===== src/rtl/dps_host_map.svh =====
// Register map, field positions, reset values and pin timing of the port controller.
// Included by the controller modules; holds definitions only.
`ifndef DPS_HOST_MAP_SVH
`define DPS_HOST_MAP_SVH

// Clock period and device pin timing, in ns
`define DPS_CLK_NS        8
`define DPS_T_ACC_NS      55
`define DPS_T_BSET_NS     20
`define DPS_T_REC_NS      10

// Register byte offsets
`define DPS_OFF_CTRL      8'h00
`define DPS_OFF_CMD       8'h04
`define DPS_OFF_ADDR      8'h08
`define DPS_OFF_WDATA     8'h0C
`define DPS_OFF_RDATA     8'h10
`define DPS_OFF_STATUS    8'h14

// CTRL fields
`define DPS_CTRL_ROLE     0
`define DPS_CTRL_INHIBIT  1
`define DPS_CTRL_RESET    2'h0

// STATUS fields
`define DPS_ST_ACTIVE     0
`define DPS_ST_DONE       1
`define DPS_ST_GRANT      2
`define DPS_ST_REFUSED    3
`define DPS_ST_MAIL       4
`define DPS_ST_STALLED    5
`define DPS_ST_MIXED      6

// Device address space
`define DPS_MBX_TO_LEFT   12'hFFE
`define DPS_MBX_TO_RIGHT  12'hFFF
`define DPS_SEM_LAST      3'h7

`endif


===== src/rtl/dps_host_pkg.sv =====
// Types shared by the port controller modules.
// Assumes nothing of its surroundings.
package dps_host_pkg;

  // Commands written to CMD
  typedef enum logic [2:0] {
    OP_MEM_RD, OP_MEM_WR, OP_SEM_CLAIM, OP_SEM_RELEASE,
    OP_SEM_READ, OP_SEM_INIT, OP_MAIL_SEND, OP_MAIL_TAKE
  } host_op_e;

  // Pin sequencer states
  typedef enum logic [1:0] {SQ_IDLE, SQ_SETUP, SQ_STROBE, SQ_RECOVER} seq_state_e;

  // Command engine states
  typedef enum logic {MS_IDLE, MS_WAIT} main_state_e;

endpackage : dps_host_pkg


===== src/rtl/dps_pin_seq.sv =====
// One access cycle on a port of the two-port memory: setup, strobe, recovery.
// Assumes the device pins are sampled synchronously to sys_clk_i.
`timescale 1ns/10ps
`default_nettype none
`include "dps_host_map.svh"

module dps_pin_seq #(
  parameter int AW = 12,
  parameter int DW = 16
) (
  input  wire logic          sys_clk_i,
  input  wire logic          rst_i,
  input  wire logic          start_i,
  input  wire logic          sem_i,
  input  wire logic          write_i,
  input  wire logic [AW-1:0] addr_i,
  input  wire logic [DW-1:0] wdata_i,
  input  wire logic          busy_ok_i,
  input  wire logic [DW-1:0] dq_i,
  output logic               done_o,
  output logic [DW-1:0]      rdata_o,
  output logic               stalled_o,
  output logic               port_select_n_o,
  output logic               sem_select_n_o,
  output logic               out_enable_n_o,
  output logic               write_not_read_o,
  output logic [1:0]         byte_en_n_o,
  output logic [AW-1:0]      addr_o,
  output logic [DW-1:0]      dq_o,
  output logic               dq_oe_n_o
);

  // Least times round up to whole cycles
  localparam int SET_CYC = (`DPS_T_BSET_NS + `DPS_CLK_NS - 1) / `DPS_CLK_NS;
  localparam int ACC_CYC = (`DPS_T_ACC_NS + `DPS_CLK_NS - 1) / `DPS_CLK_NS;
  localparam int REC_CYC = (`DPS_T_REC_NS + `DPS_CLK_NS - 1) / `DPS_CLK_NS;

  dps_host_pkg::seq_state_e state_q;
  logic [3:0]               cnt_q;
  logic                     wr_q;

  // Access sequence; every pin comes from a flop
  always_ff @(posedge sys_clk_i) begin
    if (rst_i) begin
      state_q          <= dps_host_pkg::SQ_IDLE;
      cnt_q            <= 4'h0;
      wr_q             <= 1'b0;
      done_o           <= 1'b0;
      rdata_o          <= '0;
      stalled_o        <= 1'b0;
      port_select_n_o  <= 1'b1;
      sem_select_n_o   <= 1'b1;
      out_enable_n_o   <= 1'b1;
      write_not_read_o <= 1'b1;
      byte_en_n_o      <= 2'h3;
      addr_o           <= '0;
      dq_o             <= '0;
      dq_oe_n_o        <= 1'b1;
    end else begin
      done_o <= 1'b0;
      case (state_q)
        dps_host_pkg::SQ_IDLE: begin
          if (start_i) begin
            // Semaphore space: memory select high, semaphore select low
            port_select_n_o <= sem_i;
            sem_select_n_o  <= ~sem_i;
            addr_o          <= sem_i ? {{(AW-3){1'b0}}, addr_i[2:0]} : addr_i;
            dq_o            <= sem_i ? {{(DW-1){1'b0}}, wdata_i[0]} : wdata_i;
            dq_oe_n_o       <= ~write_i;
            wr_q            <= write_i;
            stalled_o       <= 1'b0;
            cnt_q           <= 4'(SET_CYC - 1);
            state_q         <= dps_host_pkg::SQ_SETUP;
          end
        end
        dps_host_pkg::SQ_SETUP: begin
          // Address and select settle before any strobe; stall while busy
          if (cnt_q != 4'h0) begin
            cnt_q <= cnt_q - 4'h1;
          end else if (!busy_ok_i) begin
            stalled_o <= 1'b1;
          end else begin
            write_not_read_o <= ~wr_q;
            out_enable_n_o   <= wr_q;
            byte_en_n_o      <= 2'h0;
            stalled_o        <= 1'b0;
            cnt_q            <= 4'(ACC_CYC - 1);
            state_q          <= dps_host_pkg::SQ_STROBE;
          end
        end
        dps_host_pkg::SQ_STROBE: begin
          if (cnt_q != 4'h0) begin
            cnt_q <= cnt_q - 4'h1;
          end else begin
            rdata_o          <= dq_i;
            write_not_read_o <= 1'b1;
            out_enable_n_o   <= 1'b1;
            byte_en_n_o      <= 2'h3;
            cnt_q            <= 4'(REC_CYC - 1);
            state_q          <= dps_host_pkg::SQ_RECOVER;
          end
        end
        dps_host_pkg::SQ_RECOVER: begin
          if (cnt_q != 4'h0) begin
            cnt_q <= cnt_q - 4'h1;
          end else begin
            // Deselect so the port drops to standby
            port_select_n_o <= 1'b1;
            sem_select_n_o  <= 1'b1;
            dq_oe_n_o       <= 1'b1;
            done_o          <= 1'b1;
            state_q         <= dps_host_pkg::SQ_IDLE;
          end
        end
        default: state_q <= dps_host_pkg::SQ_IDLE;
      endcase
    end
  end

endmodule : dps_pin_seq
`default_nettype wire


===== src/rtl/dps_host_ctrl.sv =====
// Controller for one port of a two-port memory with mailbox, busy and semaphores.
// Assumes an APB master on sys_clk_i and device pins synchronous to that clock.
//
// The APB register port and the placing of the registers were decided locally.
`timescale 1ns/10ps
`default_nettype none
`include "dps_host_map.svh"

module dps_host_ctrl #(
  parameter bit IS_LEFT = 1'b1,
  parameter int NBUSY   = 1,
  parameter int AW      = 12,
  parameter int DW      = 16
) (
  input  wire logic             sys_clk_i,
  input  wire logic             rst_i,
  // APB slave
  input  wire logic             psel_i,
  input  wire logic             penable_i,
  input  wire logic             pwrite_i,
  input  wire logic [7:0]       paddr_i,
  input  wire logic [31:0]      pwdata_i,
  output logic [31:0]           prdata_o,
  output logic                  pready_o,
  output logic                  pslverr_o,
  // Device port pins
  output logic                  port_select_n_o,
  output logic                  sem_select_n_o,
  output logic                  out_enable_n_o,
  output logic                  write_not_read_o,
  output logic [1:0]            byte_en_n_o,
  output logic [AW-1:0]         addr_o,
  input  wire logic [DW-1:0]    dq_i,
  output logic [DW-1:0]         dq_o,
  output logic                  dq_oe_n_o,
  input  wire logic [NBUSY-1:0] busy_n_i,
  output logic                  busy_n_o,
  output logic                  busy_oe_n_o,
  input  wire logic             mail_irq_n_i,
  output logic                  arbiter_role_select_o
);

  // Register offsets known to the slave
  function automatic logic addr_known(input logic [7:0] a);
    addr_known = (a == `DPS_OFF_CTRL) || (a == `DPS_OFF_CMD) || (a == `DPS_OFF_ADDR) ||
                 (a == `DPS_OFF_WDATA) || (a == `DPS_OFF_RDATA) || (a == `DPS_OFF_STATUS);
  endfunction : addr_known

  logic                      role_q;
  logic                      inhibit_q;
  logic [AW-1:0]             addr_q;
  logic [DW-1:0]             wdata_q;
  logic [DW-1:0]             rdata_q;
  dps_host_pkg::host_op_e    op_q;
  dps_host_pkg::main_state_e state_q;
  logic                      step_q;
  logic [2:0]                idx_q;
  logic                      start_q;
  logic                      done_q;
  logic                      grant_q;
  logic                      refused_q;
  logic                      mixed_q;
  logic                      stall_seen_q;

  logic                      wr_fire;
  logic                      rd_fire;
  logic                      cmd_wr;
  logic                      st_wr;
  logic                      fin;
  logic                      seq_sem;
  logic                      seq_write;
  logic [AW-1:0]             seq_addr;
  logic [DW-1:0]             seq_wdata;
  logic                      busy_ok;
  logic                      seq_done;
  logic                      seq_stalled;
  logic [DW-1:0]             seq_rdata;
  logic [31:0]               status_w;

  // Writes complete on the access-phase edge where pready is high; reads are fetched on the setup-phase edge
  assign wr_fire = psel_i & penable_i & pready_o & pwrite_i;
  assign rd_fire = psel_i & ~penable_i & ~pwrite_i;
  assign cmd_wr  = wr_fire & (paddr_i == `DPS_OFF_CMD);
  assign st_wr   = wr_fire & (paddr_i == `DPS_OFF_STATUS);

  // Busy of all stacked devices is ANDed; only the arbitrating role stalls us
  assign busy_ok = role_q ? (&busy_n_i) : 1'b1;

  assign status_w = {25'h0, mixed_q, stall_seen_q, ~mail_irq_n_i, refused_q,
                     grant_q, done_q, (state_q == dps_host_pkg::MS_WAIT)};

  // Fields of the next access, from command, step and loop index
  always_comb begin
    seq_sem   = 1'b0;
    seq_write = 1'b0;
    seq_addr  = addr_q;
    seq_wdata = wdata_q;
    case (op_q)
      dps_host_pkg::OP_MEM_WR: seq_write = 1'b1;
      dps_host_pkg::OP_SEM_CLAIM: begin
        // Write zero then read back; write-then-read avoids contention
        seq_sem   = 1'b1;
        seq_write = ~step_q;
        seq_wdata = '0;
      end
      dps_host_pkg::OP_SEM_RELEASE: begin
        seq_sem   = 1'b1;
        seq_write = 1'b1;
        seq_wdata = {{(DW-1){1'b0}}, 1'b1};
      end
      dps_host_pkg::OP_SEM_READ: seq_sem = 1'b1;
      dps_host_pkg::OP_SEM_INIT: begin
        seq_sem   = 1'b1;
        seq_write = 1'b1;
        seq_addr  = {{(AW-3){1'b0}}, idx_q};
        seq_wdata = {{(DW-1){1'b0}}, 1'b1};
      end
      dps_host_pkg::OP_MAIL_SEND: begin
        // Write the far side's mailbox word to raise its flag
        seq_write = 1'b1;
        seq_addr  = IS_LEFT ? `DPS_MBX_TO_RIGHT : `DPS_MBX_TO_LEFT;
      end
      dps_host_pkg::OP_MAIL_TAKE: begin
        // Read own mailbox word, which also clears own flag
        seq_addr = IS_LEFT ? `DPS_MBX_TO_LEFT : `DPS_MBX_TO_RIGHT;
      end
      default: seq_write = 1'b0;
    endcase
  end

  assign fin = seq_done & ~((op_q == dps_host_pkg::OP_SEM_CLAIM) & ~step_q) &
               ~((op_q == dps_host_pkg::OP_SEM_INIT) & (idx_q != `DPS_SEM_LAST));

  // Command engine: one access, or a claim pair, or the eight-word init loop
  always_ff @(posedge sys_clk_i) begin
    if (rst_i) begin
      state_q <= dps_host_pkg::MS_IDLE;
      op_q    <= dps_host_pkg::OP_MEM_RD;
      step_q  <= 1'b0;
      idx_q   <= 3'h0;
      start_q <= 1'b0;
    end else begin
      start_q <= 1'b0;
      case (state_q)
        dps_host_pkg::MS_IDLE: begin
          if (cmd_wr) begin
            op_q    <= dps_host_pkg::host_op_e'(pwdata_i[2:0]);
            step_q  <= 1'b0;
            idx_q   <= 3'h0;
            start_q <= 1'b1;
            state_q <= dps_host_pkg::MS_WAIT;
          end
        end
        dps_host_pkg::MS_WAIT: begin
          if (seq_done && !fin) begin
            step_q  <= 1'b1;
            idx_q   <= idx_q + 3'h1;
            start_q <= 1'b1;
          end else if (fin) begin
            state_q <= dps_host_pkg::MS_IDLE;
          end
        end
        default: state_q <= dps_host_pkg::MS_IDLE;
      endcase
    end
  end

  // Result of the finished command
  always_ff @(posedge sys_clk_i) begin
    if (rst_i) begin
      rdata_q <= '0;
      grant_q <= 1'b0;
      mixed_q <= 1'b0;
    end else if (fin) begin
      rdata_q <= seq_rdata;
      if (op_q == dps_host_pkg::OP_SEM_CLAIM || op_q == dps_host_pkg::OP_SEM_READ) begin
        grant_q <= ~seq_rdata[0];
        mixed_q <= ~((&seq_rdata) | ~(|seq_rdata));
      end
    end
  end

  // Sticky flags; a set in the cycle of a clear wins
  always_ff @(posedge sys_clk_i) begin
    if (rst_i) begin
      done_q       <= 1'b0;
      refused_q    <= 1'b0;
      stall_seen_q <= 1'b0;
    end else begin
      done_q       <= fin | (done_q & ~(st_wr & pwdata_i[`DPS_ST_DONE]));
      refused_q    <= (cmd_wr & (state_q != dps_host_pkg::MS_IDLE)) |
                      (refused_q & ~(st_wr & pwdata_i[`DPS_ST_REFUSED]));
      stall_seen_q <= seq_stalled | (stall_seen_q & ~(st_wr & pwdata_i[`DPS_ST_STALLED]));
    end
  end

  // Software-written registers
  always_ff @(posedge sys_clk_i) begin
    if (rst_i) begin
      role_q    <= 1'(`DPS_CTRL_RESET >> `DPS_CTRL_ROLE);
      inhibit_q <= 1'b0;
      addr_q    <= '0;
      wdata_q   <= '0;
    end else if (wr_fire) begin
      if (paddr_i == `DPS_OFF_CTRL) begin
        role_q    <= pwdata_i[`DPS_CTRL_ROLE];
        inhibit_q <= pwdata_i[`DPS_CTRL_INHIBIT];
      end
      if (paddr_i == `DPS_OFF_ADDR) begin
        addr_q <= pwdata_i[AW-1:0];
      end
      if (paddr_i == `DPS_OFF_WDATA) begin
        wdata_q <= pwdata_i[DW-1:0];
      end
    end
  end

  // Role and busy pins; in the inhibit role we drive busy, high unless inhibiting
  always_ff @(posedge sys_clk_i) begin
    if (rst_i) begin
      arbiter_role_select_o <= 1'b0;
      busy_oe_n_o           <= 1'b0;
      busy_n_o              <= 1'b1;
    end else begin
      arbiter_role_select_o <= role_q;
      busy_oe_n_o           <= role_q;
      busy_n_o              <= ~inhibit_q;
    end
  end

  // APB answer: pready rises in the access phase, one wait-free cycle
  always_ff @(posedge sys_clk_i) begin
    if (rst_i) begin
      pready_o  <= 1'b0;
      pslverr_o <= 1'b0;
      prdata_o  <= 32'h0000_0000;
    end else begin
      pready_o  <= psel_i & ~penable_i;
      pslverr_o <= psel_i & ~penable_i & ~addr_known(paddr_i);
      prdata_o  <= 32'h0000_0000;
      if (rd_fire) begin
        case (paddr_i)
          `DPS_OFF_CTRL:   prdata_o <= {30'h0, inhibit_q, role_q};
          `DPS_OFF_CMD:    prdata_o <= {29'h0, op_q};
          `DPS_OFF_ADDR:   prdata_o <= {{(32-AW){1'b0}}, addr_q};
          `DPS_OFF_WDATA:  prdata_o <= {{(32-DW){1'b0}}, wdata_q};
          `DPS_OFF_RDATA:  prdata_o <= {{(32-DW){1'b0}}, rdata_q};
          `DPS_OFF_STATUS: prdata_o <= status_w;
          default:         prdata_o <= 32'h0000_0000;
        endcase
      end
    end
  end

  // Pin sequencer; memory access is never gated by semaphore state
  dps_pin_seq #(
    .AW (AW),
    .DW (DW)
  ) u_seq (
    .sys_clk_i        (sys_clk_i),
    .rst_i            (rst_i),
    .start_i          (start_q),
    .sem_i            (seq_sem),
    .write_i          (seq_write),
    .addr_i           (seq_addr),
    .wdata_i          (seq_wdata),
    .busy_ok_i        (busy_ok),
    .dq_i             (dq_i),
    .done_o           (seq_done),
    .rdata_o          (seq_rdata),
    .stalled_o        (seq_stalled),
    .port_select_n_o  (port_select_n_o),
    .sem_select_n_o   (sem_select_n_o),
    .out_enable_n_o   (out_enable_n_o),
    .write_not_read_o (write_not_read_o),
    .byte_en_n_o      (byte_en_n_o),
    .addr_o           (addr_o),
    .dq_o             (dq_o),
    .dq_oe_n_o        (dq_oe_n_o)
  );

endmodule : dps_host_ctrl
`default_nettype wire


===== config.mk =====
export PLATFORM = sky130hd
export DESIGN_NAME = dps_host_ctrl
export DESIGN_NICKNAME = d
export VERILOG_FILES = /design/src/rtl/dps_host_pkg.sv /design/src/rtl/dps_pin_seq.sv /design/src/rtl/dps_host_ctrl.sv
export VERILOG_INCLUDE_DIRS = /design/src /design/src/rtl
export SDC_FILE = /design/constraint.sdc
export NUM_CORES = 1
export LEC_CHECK = 0
export ABC_AREA = 1
export BUFFER_PORTS_ARGS = -buffer_cell sky130_fd_sc_hd__buf_2
export CORE_MARGIN = 2
export CORE_UTILIZATION = 54
export CTS_CLUSTER_SIZE = 8
export DETAILED_ROUTE_END_ITERATION = 10
export PLACE_DENSITY_LB_ADDON = 0.05
export REMOVE_ABC_BUFFERS = 1
export SYNTH_ARGS = -nofsm -noshare
export SYNTH_HDL_FRONTEND = slang
export SYNTH_SLANG_ARGS = --single-unit

===== constraint.sdc =====
create_clock -name sys_clk_i -period 1.7 [get_ports sys_clk_i]
set_input_delay 0.085 -clock sys_clk_i [delete_from_list [all_inputs] [get_ports sys_clk_i]]
set_output_delay 0.085 -clock sys_clk_i [all_outputs]
set_load 0.005 [all_outputs]

==> flow_metrics.py, run 1 <==
metrics = {
    "worst_setup_path": {
        "required_ns": 2.12,
        "cp.arrival_ns": 2.01,
        "critPathCaptureType": "flop",
        "cp_max_fo": 5,
        "start_kind": "flop",
        "path_class": "reg -> reg",
        "r2r_cells": 9,
    },
    "cts": {
        "cts_buffers": 17,
        "cts_tree": "yes",
        "cts.clk_slew.worst_paths_ns": 0.06,
        "clock_latency_ns": 0.54,
        "cts_setup_buffers": 0,
        "cts.path.max_buffers": 2,
        "clock-sinks": 139,
        "clockRootBuffer": "clkbuf_8",
        "h-tree-depth": 4,
    },
    "hold_path": {
        "hold_class": "in -> reg",
        "holdPathStages": 4,
    },
    "timing": {
        "period_share_pct": 93.4,
        "setup_violations": 0,
        "skew_ns": 0.00918,
        "finalCriticalPeriod_ns": 1.59,
        "grt_setup_unrepaired": "yes",
        "timing.hold.ws_ns": 0.0427,
        "drv_slew": 0,
        "fmax_mhz": 629,
        "hold_viol_final": 0,
    },
    "job": {
        "drv_cap": 0,
    },
    "global_route": {
        "grt_max_degree": 52,
        "grt_pass1_wl_um": 24400,
        "grt_remaining_overflow": 0,
        "antenna_found_initial": 0,
        "grt_pass1_vias": 5155,
        "grt_use_total_pct": 26.6,
    },
    "power": {
        "intPower_w": 0.00639,
        "p_leak_nw": 3.33,
        "pwr_density_cell_nw_per_um2": 1150,
        "p_sw_share_pct": 27.1,
        "p_sw_w": 0.00237,
        "ir_worst_vdd_v": 0.000812,
        "power_frac_comb_pct": 14.4,
        "seq_power_share_pct": 41.0,
        "p_clk_share_pct": 44.5,
    },
    "layout": {
        "drive_gt1_share_pct": 20.1,
        "synthToLayoutAreaGrowth_pct": 28.2,
        "num_antenna_cells": 0,
        "final_cells": 1096,
        "layout.nets": 1015,
    },
    "route": {
        "dr.pass1.iters": 5,
        "routedWlPerCell_um": 13.8,
        "drt_wl_total_um": 15100,
        "detail-route-antenna-nets": 0,
        "drc_errors": 0,
        "drt_iter0_markers": 274,
        "viasPerCell": 5.08,
        "vias": 5568,
    },
    "logic_synthesis": {
        "synth_seq_cells": 139,
        "ys.warnings.count": 0,
        "synthTopCellsByArea": "dfxtp_1 (47%), nand2_1 (9.3%), a21oi_1 (7.5%)",
        "synth_top_area_cell": "dfxtp_1",
        "synth_seq_area_share_pct": 47.0,
        "async_flop_share_pct": 0,
        "synth_most_common_cell": "nand2_1",
        "synthTopCellsByCount": "nand2_1 (147), dfxtp_1 (139), nor2_1 (102)",
        "netlist_instances": 800,
        "avgSynthCellArea_um2": 7.40,
        "synth_edf_count": 0,
        "syn_area_um2": 5920,
        "synth_top_area_share_pct": 47.0,
        "netlist-cell-type-count": 34,
        "synthFlopType": "dfxtp_1",
    },
    "place": {
        "place_inst": 1028,
        "portBuffers": 102,
        "dp_hpwl_um": 10500,
        "gp_congestion": 0.898,
    },
    "status": {
        "status": "finished, final reports clean",
    },
    "die": {
        "rows": 38,
        "initial_core_util_pct": 55.1,
        "io_pins": 135,
        "die_area_um2": 11800,
        "die_h_um": 109,
        "core_area_um2": 10700,
        "fp.dieW_um": 109,
    },
}
-- cell type report --
class,instances,area (um2)
clock inverter,14,208
tap,140,175
multi-input combinational,539,2590
sequential,139,2790
timing repair buffer,160,1090
fill,916,3160
clock buffer,17,414
inverter,87,327
-- flip-flops by register name, indices dropped and copies added, names as in the netlist, 2 cells and up --
| name | cells |
|---|---|
| u_seq.cnt_q | 4 |
| u_seq.dq_o | 16 |
| rdata_q | 16 |
| u_seq.rdata_o | 16 |
| prdata_o | 16 |
| op_q | 3 |
| u_seq.state_q | 2 |
| wdata_q | 16 |
| u_seq.addr_o | 12 |
| addr_q | 12 |
| idx_q | 3 |
-- critical path: stages, from the launching register on --
cell,delay [ns]
dfxtp_2,0.33
inv_1,0.08
ha_2,0.24
inv_1,0.09
nor2_1,0.17
inv_1,0.10
nand2_1,0.14
nor2_1,0.09
o21ai_0,0.18
nor2_1,0.06
-- kinds of logic after synthesis --
kind of cell / count (synthesis) / share of synthesized area [%]
DFF: 139 / 47.0
other: 1 / 0.0634
AOI/OAI and AO/OA: 198 / 17.5
adders and majority gates: 8 / 1.69
and+or+nand+nor: 316 / 23.0
buffers and inverters: 137 / 10.6
xor gates and xnor gates: 1 / 0.148
-- routing by layer --
layer	track usage (%)	routed length (um)	up-vias
li1	-	-	2836
met2	43.3	7030	165
met5	0	0	-
met4	10.9	368	0
met1	34.4	6970	2537
met3	5.80	756	30
-- stage by stage --
stage	total power [W]	instance area, um2	util, %	setup TNS (ns)	setup WS (ns)
2_1_floorplan	0.00442	5670	-	-1.35	-0.0903
6_report	0.00876	7590	70.6	0	0.111
4_1_cts	0.00874	7560	70.3	0	0.0275
3_5_place_dp	0.00481	6570	61.1	0	0.0384
3_3_place_gp	0.00477	6570	61.1	0	0.0844
5_1_grt	0.00918	7590	70.6	-0.0317	-0.0237
-- power groups by stage --
stage	clock network, W	logic [W]	registers, W
detailed placement	0	0.00115	0.00366
global route	0.00409	0.00146	0.00363
finish	0.00390	0.00126	0.00360
CTS	0.00393	0.00122	0.00359
floorplan	0	0.000788	0.00363
global placement	0	0.00112	0.00365
-- layout by cell type (no fill, tap or decap), types with 2 or more instances in the layout --
| cell type | count |
|---|---|
| bufinv_16 | 4 |
| buf_4 | 17 |
| inv_6 | 5 |
| nand3_4 | 2 |
| ha_1 | 7 |
| clkinv_4 | 2 |
| o21ai_0 | 88 |
| dfxtp_2 | 3 |
| nand4_1 | 10 |
| a21oi_1 | 88 |
| conb_1 | 16 |
| nand2_1 | 145 |
| nor2_1 | 100 |
| a31oi_1 | 4 |
| nor3_1 | 2 |
| o21ai_1 | 5 |
| nor2_4 | 5 |
| buf_12 | 4 |
| dfxtp_1 | 136 |
| o211ai_1 | 2 |
| nand2_2 | 8 |
| clkinvlp_4 | 2 |
| buf_2 | 102 |
| nor2_2 | 8 |
| a21oi_2 | 2 |
| nand3_1 | 32 |
| inv_2 | 5 |
| clkinv_1 | 3 |
| o31ai_1 | 5 |
| inv_1 | 79 |
| clkbuf_16 | 16 |
| nand3_2 | 2 |
| dlygate4sd3_1 | 37 |
-- repair_timing --
item                                   4_1_cts  5_1_grt
endpoints found under the hold margin       58        0
setup endpoints to repair                    0       71
gates resized for setup                      0       13
hold buffers                                37        0
-- worst paths after layout --
path	from	endpoint	slack [ns]
setup / recovery	u_seq.state_q[0]$_SDFFE_PP0P_	u_seq.state_q[1]$_SDFFE_PP0P_	0.11
hold / removal	paddr_i[3]	inhibit_q$_SDFFE_PP0P_	0.04
setup reg to reg	u_seq.state_q[0]$_SDFFE_PP0P_	u_seq.state_q[1]$_SDFFE_PP0P_	0.11
hold reg to reg	inhibit_q$_SDFFE_PP0P_	busy_n_o$_SDFF_PP1_	0.40
Note: power is estimated with default switching activity, not from simulation.
==> run 2, diff against run 1 <==
--- a/config.mk
+++ b/config.mk
@@ -7,7 +7,7 @@
 export NUM_CORES = 1
 export LEC_CHECK = 0
 export ABC_AREA = 1
-export BUFFER_PORTS_ARGS = -buffer_cell sky130_fd_sc_hd__buf_2
+export BUFFER_PORTS_ARGS = -buffer_cell sky130_fd_sc_hd__buf_4
 export CORE_MARGIN = 2
 export CORE_UTILIZATION = 54
 export CTS_CLUSTER_SIZE = 8
==> flow_metrics.py, run 2 (synthesis results as in run 1) <==
metrics = {
    "power": {
        "pwr_density_cell_nw_per_um2": 1100,
        "p_leak_nw": 3.35,
        "ir_worst_vdd_v": 0.000717,
        "finalPower_w": 0.00865,
    },
    "route": {
        "drt_iter0_markers": 313,
        "vias": 5628,
        "routedWlPerCell_um": 14.2,
        "drc_errors": 0,
        "drt_wl_total_um": 15600,
        "viasPerCell": 5.13,
        "detail-route-antenna-nets": 0,
        "dr.pass1.iters": 5,
    },
    "worst_setup_path": {
        "critPathCaptureType": "flop",
        "start_kind": "flop",
        "cp_slowest_stage_delay_ns": 0.34,
        "r2r_start": "u_seq.state_q[0]$_SDFFE_PP0P_",
        "r2r_end": "u_seq.addr_o[4]$_SDFFE_PP0P_",
        "crit_slowest_cell": "dfxtp_1",
        "required_ns": 2.15,
        "crit_chain": "inv_1 -> ha_4 -> nand2_1 -> nor2_4 -> buf_12 -> o31ai_1 -> a21oi_1",
        "cp.arrival_ns": 2.05,
        "path_class": "reg -> reg",
        "path_delay_family": "simple AND/OR/NAND/NOR gates",
        "path_buf_inv": 2,
        "rrSetupSlack_ns": 0.10,
        "r2r_cells": 7,
        "cp_max_fo": 24,
    },
    "place": {
        "placed_area_um2": 6810,
        "place_inst": 1027,
        "gp_congestion": 0.871,
        "dp_hpwl_um": 10600,
        "portBuffers": 102,
    },
    "cts": {
        "cts_buffers": 17,
        "clock-sinks": 139,
        "clockRootBuffer": "clkbuf_8",
        "h-tree-depth": 4,
        "cts_tree": "yes",
        "cts.clk_slew.worst_paths_ns": 0.06,
        "clock_latency_ns": 0.52,
        "cts_setup_buffers": 0,
        "cts.path.max_buffers": 2,
    },
    "die": {
        "initial_core_util_pct": 55.1,
        "fp.dieW_um": 109,
        "rows": 38,
        "die_h_um": 109,
        "io_pins": 135,
        "core_area_um2": 10700,
        "die_area_um2": 11800,
    },
    "layout": {
        "design_area_um2": 7830,
        "final_cells": 1098,
        "synthToLayoutAreaGrowth_pct": 32.2,
        "drive_gt1_share_pct": 19.6,
        "final_util_pct": 72.8,
        "num_antenna_cells": 0,
        "layout_common_cells": "nand2_1 (147), dfxtp_1 (139), buf_4 (118)",
        "layout.nets": 1016,
        "fillCellCount": 860,
        "layout_commonest_cell": "nand2_1",
    },
    "hold_path": {
        "holdPathStages": 5,
        "hold_class": "in -> reg",
        "min_from": "paddr_i[0]",
        "whs_endpoint": "pslverr_o$_SDFF_PP0_",
    },
    "global_route": {
        "antenna_found_initial": 0,
        "grt_use_total_pct": 26.9,
        "grt_max_degree": 83,
        "grt_pass1_wl_um": 24700,
        "grt_pass1_vias": 5174,
        "grt_remaining_overflow": 0,
    },
    "timing": {
        "setup_violations": 0,
        "finalCriticalPeriod_ns": 1.60,
        "hold_viol_final": 0,
        "fmax_mhz": 627,
        "period_share_pct": 93.8,
        "fin_setup_tns_ns": 0,
        "skew_ns": 0.00773,
        "grt_setup_unrepaired": "yes",
        "drv_slew": 0,
    },
    "status": {
        "status": "finished, final reports clean",
    },
    "job": {
        "drv_cap": 0,
    },
}
run 2: changes by cell type in the layout (fill, tap and decap cells not counted), moves of 2 or more:
cell,previous run,this run
buf_2,102,0
buf_4,17,118
clkinv_2,0,4
dfxtp_1,136,139
dfxtp_2,3,0
dlygate4sd3_1,37,39
ha_1,7,5
inv_6,5,3
nand2_1,145,147
run 2: repair_timing:
action,4_1_cts,5_1_grt
endpoints found under the hold margin,59,0
gates resized for setup,0,10
hold buffers,39,0
endpoints found under the setup margin,0,51
run 2: cell type report:
| class | instances | area, um2 | area share, % |
|---|---|---|---|
| inverter | 87 | 327 | 4.17 |
| sequential | 139 | 2780 | 35.6 |
| timing repair buffer | 161 | 1360 | 17.3 |
| clock buffer | 18 | 418 | 5.34 |
| clock inverter | 14 | 168 | 2.14 |
| tap | 140 | 175 | 2.24 |
| multi-input combinational | 539 | 2600 | 33.2 |
run 2: per-stage QoR:
step	worst slack (ns)	hold slack, ns
2_1_floorplan	-0.0903	0.154
3_3_place_gp	0.121	0.310
3_5_place_dp	0.0693	0.316
4_1_cts	0.0401	0.0145
5_1_grt	-0.0109	0.0389
6_report	0.105	0.0234
run 2: how the worst max path moves through the flow:
stage / from / endpoint / slack [ns] / depth (start not counted)
5_1_grt: u_seq.state_q[0]$_SDFFE_PP0P_ / u_seq.addr_o[4]$_SDFFE_PP0P_ / -0.01 / 7
4_1_cts: u_seq.state_q[0]$_SDFFE_PP0P_ / u_seq.cnt_q[3]$_SDFFE_PP0P_ / 0.04 / 11
3_3_place_gp: u_seq.state_q[0]$_SDFFE_PP0P_ / u_seq.cnt_q[3]$_SDFFE_PP0P_ / 0.12 / 11
3_5_place_dp: u_seq.state_q[0]$_SDFFE_PP0P_ / u_seq.cnt_q[3]$_SDFFE_PP0P_ / 0.07 / 11
2_1_floorplan: u_seq.state_q[0]$_SDFFE_PP0P_ / u_seq.addr_o[3]$_SDFFE_PP0P_ / -0.09 / 6
6_report: u_seq.state_q[0]$_SDFFE_PP0P_ / u_seq.addr_o[4]$_SDFFE_PP0P_ / 0.10 / 7
run 2: worst min-delay path: cells and delay by family:
family / cells / cell delay (ns)
AND/OR/NAND/NOR: 4 / 0.32
buffers and inverters: 1 / 0.10
run 2: layer usage:
layer | track usage (%) | share of wire (%) | vias to the layer above
met4 | 10.1 | 1.9 | 0
met1 | 34.6 | 44 | 2556
met5 | 0 | 0 | -
met3 | 6.22 | 6.7 | 24
li1 | - | - | 2851
met2 | 44.1 | 48 | 197
run 2: where the power goes:
group / total [W] / internal [W] / switching, W
clock: 0.00367 / 0.00224 / 0.00143
combinational: 0.00138 / 0.000599 / 0.000784
sequential: 0.00360 / 0.00346 / 0.000137
==> run 3, diff against run 2 <==
--- a/config.mk
+++ b/config.mk
@@ -6,9 +6,8 @@
 export SDC_FILE = /design/constraint.sdc
 export NUM_CORES = 1
 export LEC_CHECK = 0
-export ABC_AREA = 1
 export BUFFER_PORTS_ARGS = -buffer_cell sky130_fd_sc_hd__buf_4
-export CORE_MARGIN = 2
+export CORE_MARGIN = 8
 export CORE_UTILIZATION = 54
 export CTS_CLUSTER_SIZE = 8
 export DETAILED_ROUTE_END_ITERATION = 10
==> flow_metrics.py, run 3 <==
metrics = {
    "status": {
        "status": "finished with violations",
        "violations": "setup timing",
    },
    "die": {
        "core_area_um2": 10900,
        "initial_core_util_pct": 55.7,
        "die_area_um2": 14900,
        "rows": 38,
        "io_pins": 135,
        "fp.dieW_um": 122,
        "die_h_um": 122,
    },
    "hold_path": {
        "hold_class": "in -> reg",
        "whs_endpoint": "pready_o$_SDFF_PP0_",
        "holdPathStages": 3,
        "min_from": "rst_i",
    },
    "layout": {
        "layout_common_cells": "buf_4 (142), dfxtp_1 (135), nand2_1 (93)",
        "final_util_pct": 76.0,
        "drive_gt1_share_pct": 28.6,
        "synthToLayoutAreaGrowth_pct": 36.5,
        "num_antenna_cells": 0,
        "layout.nets": 902,
        "fillCellCount": 761,
        "layout_commonest_cell": "buf_4",
    },
    "logic_synthesis": {
        "synthFlopType": "dfxtp_1",
        "synth_seq_area_share_pct": 45.7,
        "netlist_instances": 675,
        "synth_seq_cells": 139,
        "synthTopCellsByArea": "dfxtp_1 (46%), mux2i_1 (8.1%), nand2_1 (5.8%)",
        "synth_edf_count": 0,
        "synth_compound_area_share_pct": 14.7,
        "netlist-cell-type-count": 66,
        "syn_area_um2": 6090,
        "muxShareOfSynthArea_pct": 11.4,
        "synth_top_family_by_area": "simple AND/OR/NAND/NOR gates",
        "synthTopCellsByCount": "dfxtp_1 (139), nand2_1 (94), nor2_1 (73)",
        "avgSynthCellArea_um2": 9.02,
        "synth-xor-area-share_pct": 0.144,
        "synth_top_area_cell": "dfxtp_1",
        "async_flop_share_pct": 0,
        "ys.warnings.count": 0,
        "synthAdderAreaFrac_pct": 1.64,
        "synth_most_common_cell": "dfxtp_1",
        "synth_top_area_share_pct": 45.7,
        "post_synth_and_or_nand_nor_area_fraction_pct": 19.5,
    },
    "place": {
        "dp_hpwl_um": 12300,
        "portBuffers": 102,
        "gp_congestion": 0.864,
        "dp_slack_ns": -0.243,
    },
    "worst_setup_path": {
        "required_ns": 2.00,
        "cp_max_fo": 5,
        "r2r_end": "rdata_q[14]$_SDFFE_PP0P_",
        "start_kind": "flop",
        "cp.arrival_ns": 2.22,
        "cpMostUsedCell": "ha_4",
        "r2r_start": "idx_q[0]$_SDFFE_PP0P_",
        "path_class": "reg -> reg",
        "crit_chain": "ha_4 -> ha_4 -> or4bb_4 -> nand3_4 -> buf_12 -> mux2i_1 -> nor2_1",
        "crit_slowest_cell": "or4bb_4",
        "cp_slowest_stage_delay_ns": 0.57,
        "critPathCaptureType": "flop",
        "r2r_cells": 7,
        "rrSetupSlack_ns": -0.22,
    },
    "power": {
        "p_leak_nw": 3.54,
        "pwr_density_cell_nw_per_um2": 944,
        "intPower_w": 0.00600,
        "power_frac_comb_pct": 10.1,
        "p_clk_share_pct": 47.4,
        "p_sw_w": 0.00185,
        "ir_worst_vdd_v": 0.000776,
        "seq_power_share_pct": 42.5,
        "p_sw_share_pct": 23.6,
    },
    "global_route": {
        "grt_max_degree": 75,
        "antenna_found_initial": 1,
        "grt_pass1_wl_um": 29100,
        "grt_use_total_pct": 24.8,
        "grt_pass1_vias": 5787,
        "grt_remaining_overflow": 0,
    },
    "route": {
        "detail-route-antenna-nets": 0,
        "viasPerCell": 5.77,
        "drc_errors": 0,
        "routedWlPerCell_um": 18.7,
        "dr.pass1.iters": 5,
        "drt_wl_total_um": 18400,
        "drt_iter0_markers": 483,
        "vias": 5671,
    },
    "cts": {
        "h-tree-depth": 4,
        "cts_buffers": 17,
        "clock-sinks": 139,
        "cts_tree": "yes",
        "cts.path.max_buffers": 2,
        "clockRootBuffer": "clkbuf_16",
        "clock_latency_ns": 0.43,
        "cts.clk_slew.worst_paths_ns": 0.06,
    },
    "job": {
        "drv_cap": 0,
    },
    "timing": {
        "setup_violations": 23,
        "skew_ns": 0.0103,
        "hold_viol_final": 0,
        "grt_setup_unrepaired": "yes",
        "drv_slew": 0,
        "finalCriticalPeriod_ns": 1.92,
        "period_share_pct": 113,
        "fmax_mhz": 520,
        "setup_ws_ns": -0.221,
    },
}
## run 3: layer usage
| metal | track usage (%) | part of all wire (%) |
|---|---|---|
| met4 | 9.22 | 1.9 |
| met1 | 28.5 | 40 |
| met3 | 7.36 | 6.6 |
| met5 | 0 | 0 |
| met2 | 42.6 | 51 |
## run 3: layout make-up
type | count | area (um2) | area share [%]
clock inverter | 9 | 113 | 1.36
sequential | 139 | 2790 | 33.6
multi-input combinational | 473 | 3080 | 37.0
clock buffer | 22 | 484 | 5.83
timing repair buffer | 187 | 1620 | 19.5
tap | 140 | 175 | 2.11
inverter | 13 | 48.8 | 0.587
## run 3: stage by stage
stage | area [um2] | total power [W] | cells | TNS, ns | hold slack [ns]
floorplan | 5770 | 0.00369 | 625 | -8.06 | 0.154
global placement | 7150 | 0.00401 | 912 | -3.60 | 0.328
detailed placement | 7150 | 0.00404 | 912 | -5.05 | 0.334
CTS | 8250 | 0.00783 | 981 | -3.58 | 0.0168
global route | 8310 | 0.00810 | 983 | -5.35 | 0.0287
finish | 8310 | 0.00785 | 983 | -3.95 | 0.0298
## run 3: worst max-delay path by stage
stage,from,end,cells past startpoint
detailed placement,idx_q[0]$_SDFFE_PP0P_,rdata_q[7]$_SDFFE_PP0P_,7
finish,idx_q[0]$_SDFFE_PP0P_,rdata_q[14]$_SDFFE_PP0P_,7
global route,idx_q[0]$_SDFFE_PP0P_,rdata_q[13]$_SDFFE_PP0P_,7
floorplan,idx_q[0]$_SDFFE_PP0P_,rdata_q[0]$_SDFFE_PP0P_,6
global placement,idx_q[0]$_SDFFE_PP0P_,rdata_q[14]$_SDFFE_PP0P_,7
CTS,idx_q[0]$_SDFFE_PP0P_,rdata_q[9]$_SDFFE_PP0P_,8
## run 3: timing repair
| item | CTS | global route |
|---|---|---|
| pin swaps | 2 | 11 |
| hold endpoints to repair | 49 | 0 |
| buffers inserted | 2 | 3 |
| gates resized for setup | 20 | 19 |
| setup endpoints to repair | 41 | 55 |
| hold buffers | 34 | 0 |
| gates cloned | 2 | 1 |
## run 3: power groups by stage
stage | Sequential [W] | Clock [W] | Combinational [W]
finish | 0.00334 | 0.00372 | 0.000793
global route | 0.00334 | 0.00391 | 0.000853
CTS | 0.00333 | 0.00375 | 0.000746
detailed placement | 0.00340 | 0 | 0.000641
global placement | 0.00340 | 0 | 0.000616
floorplan | 0.00340 | 0 | 0.000298
## run 3: worst max-delay path: cells and delay by family, from the launching register on
kind                     cells  cell delay (ns)
flip-flops                   1             0.33
buffers and inverters        1             0.14
AND/OR/NAND/NOR              3             0.82
multiplexers                 1             0.19
adder cells (fa/ha/maj)      2             0.30
## run 3: kinds of logic after synthesis
family / count (synthesis)
flip-flops: 139
multiplexers: 66
XOR/XNOR: 1
other: 1
adder cells (fa/ha/maj): 8
AO/OA/AOI/OAI: 136
AND/OR/NAND/NOR: 246
buffers and inverters: 78
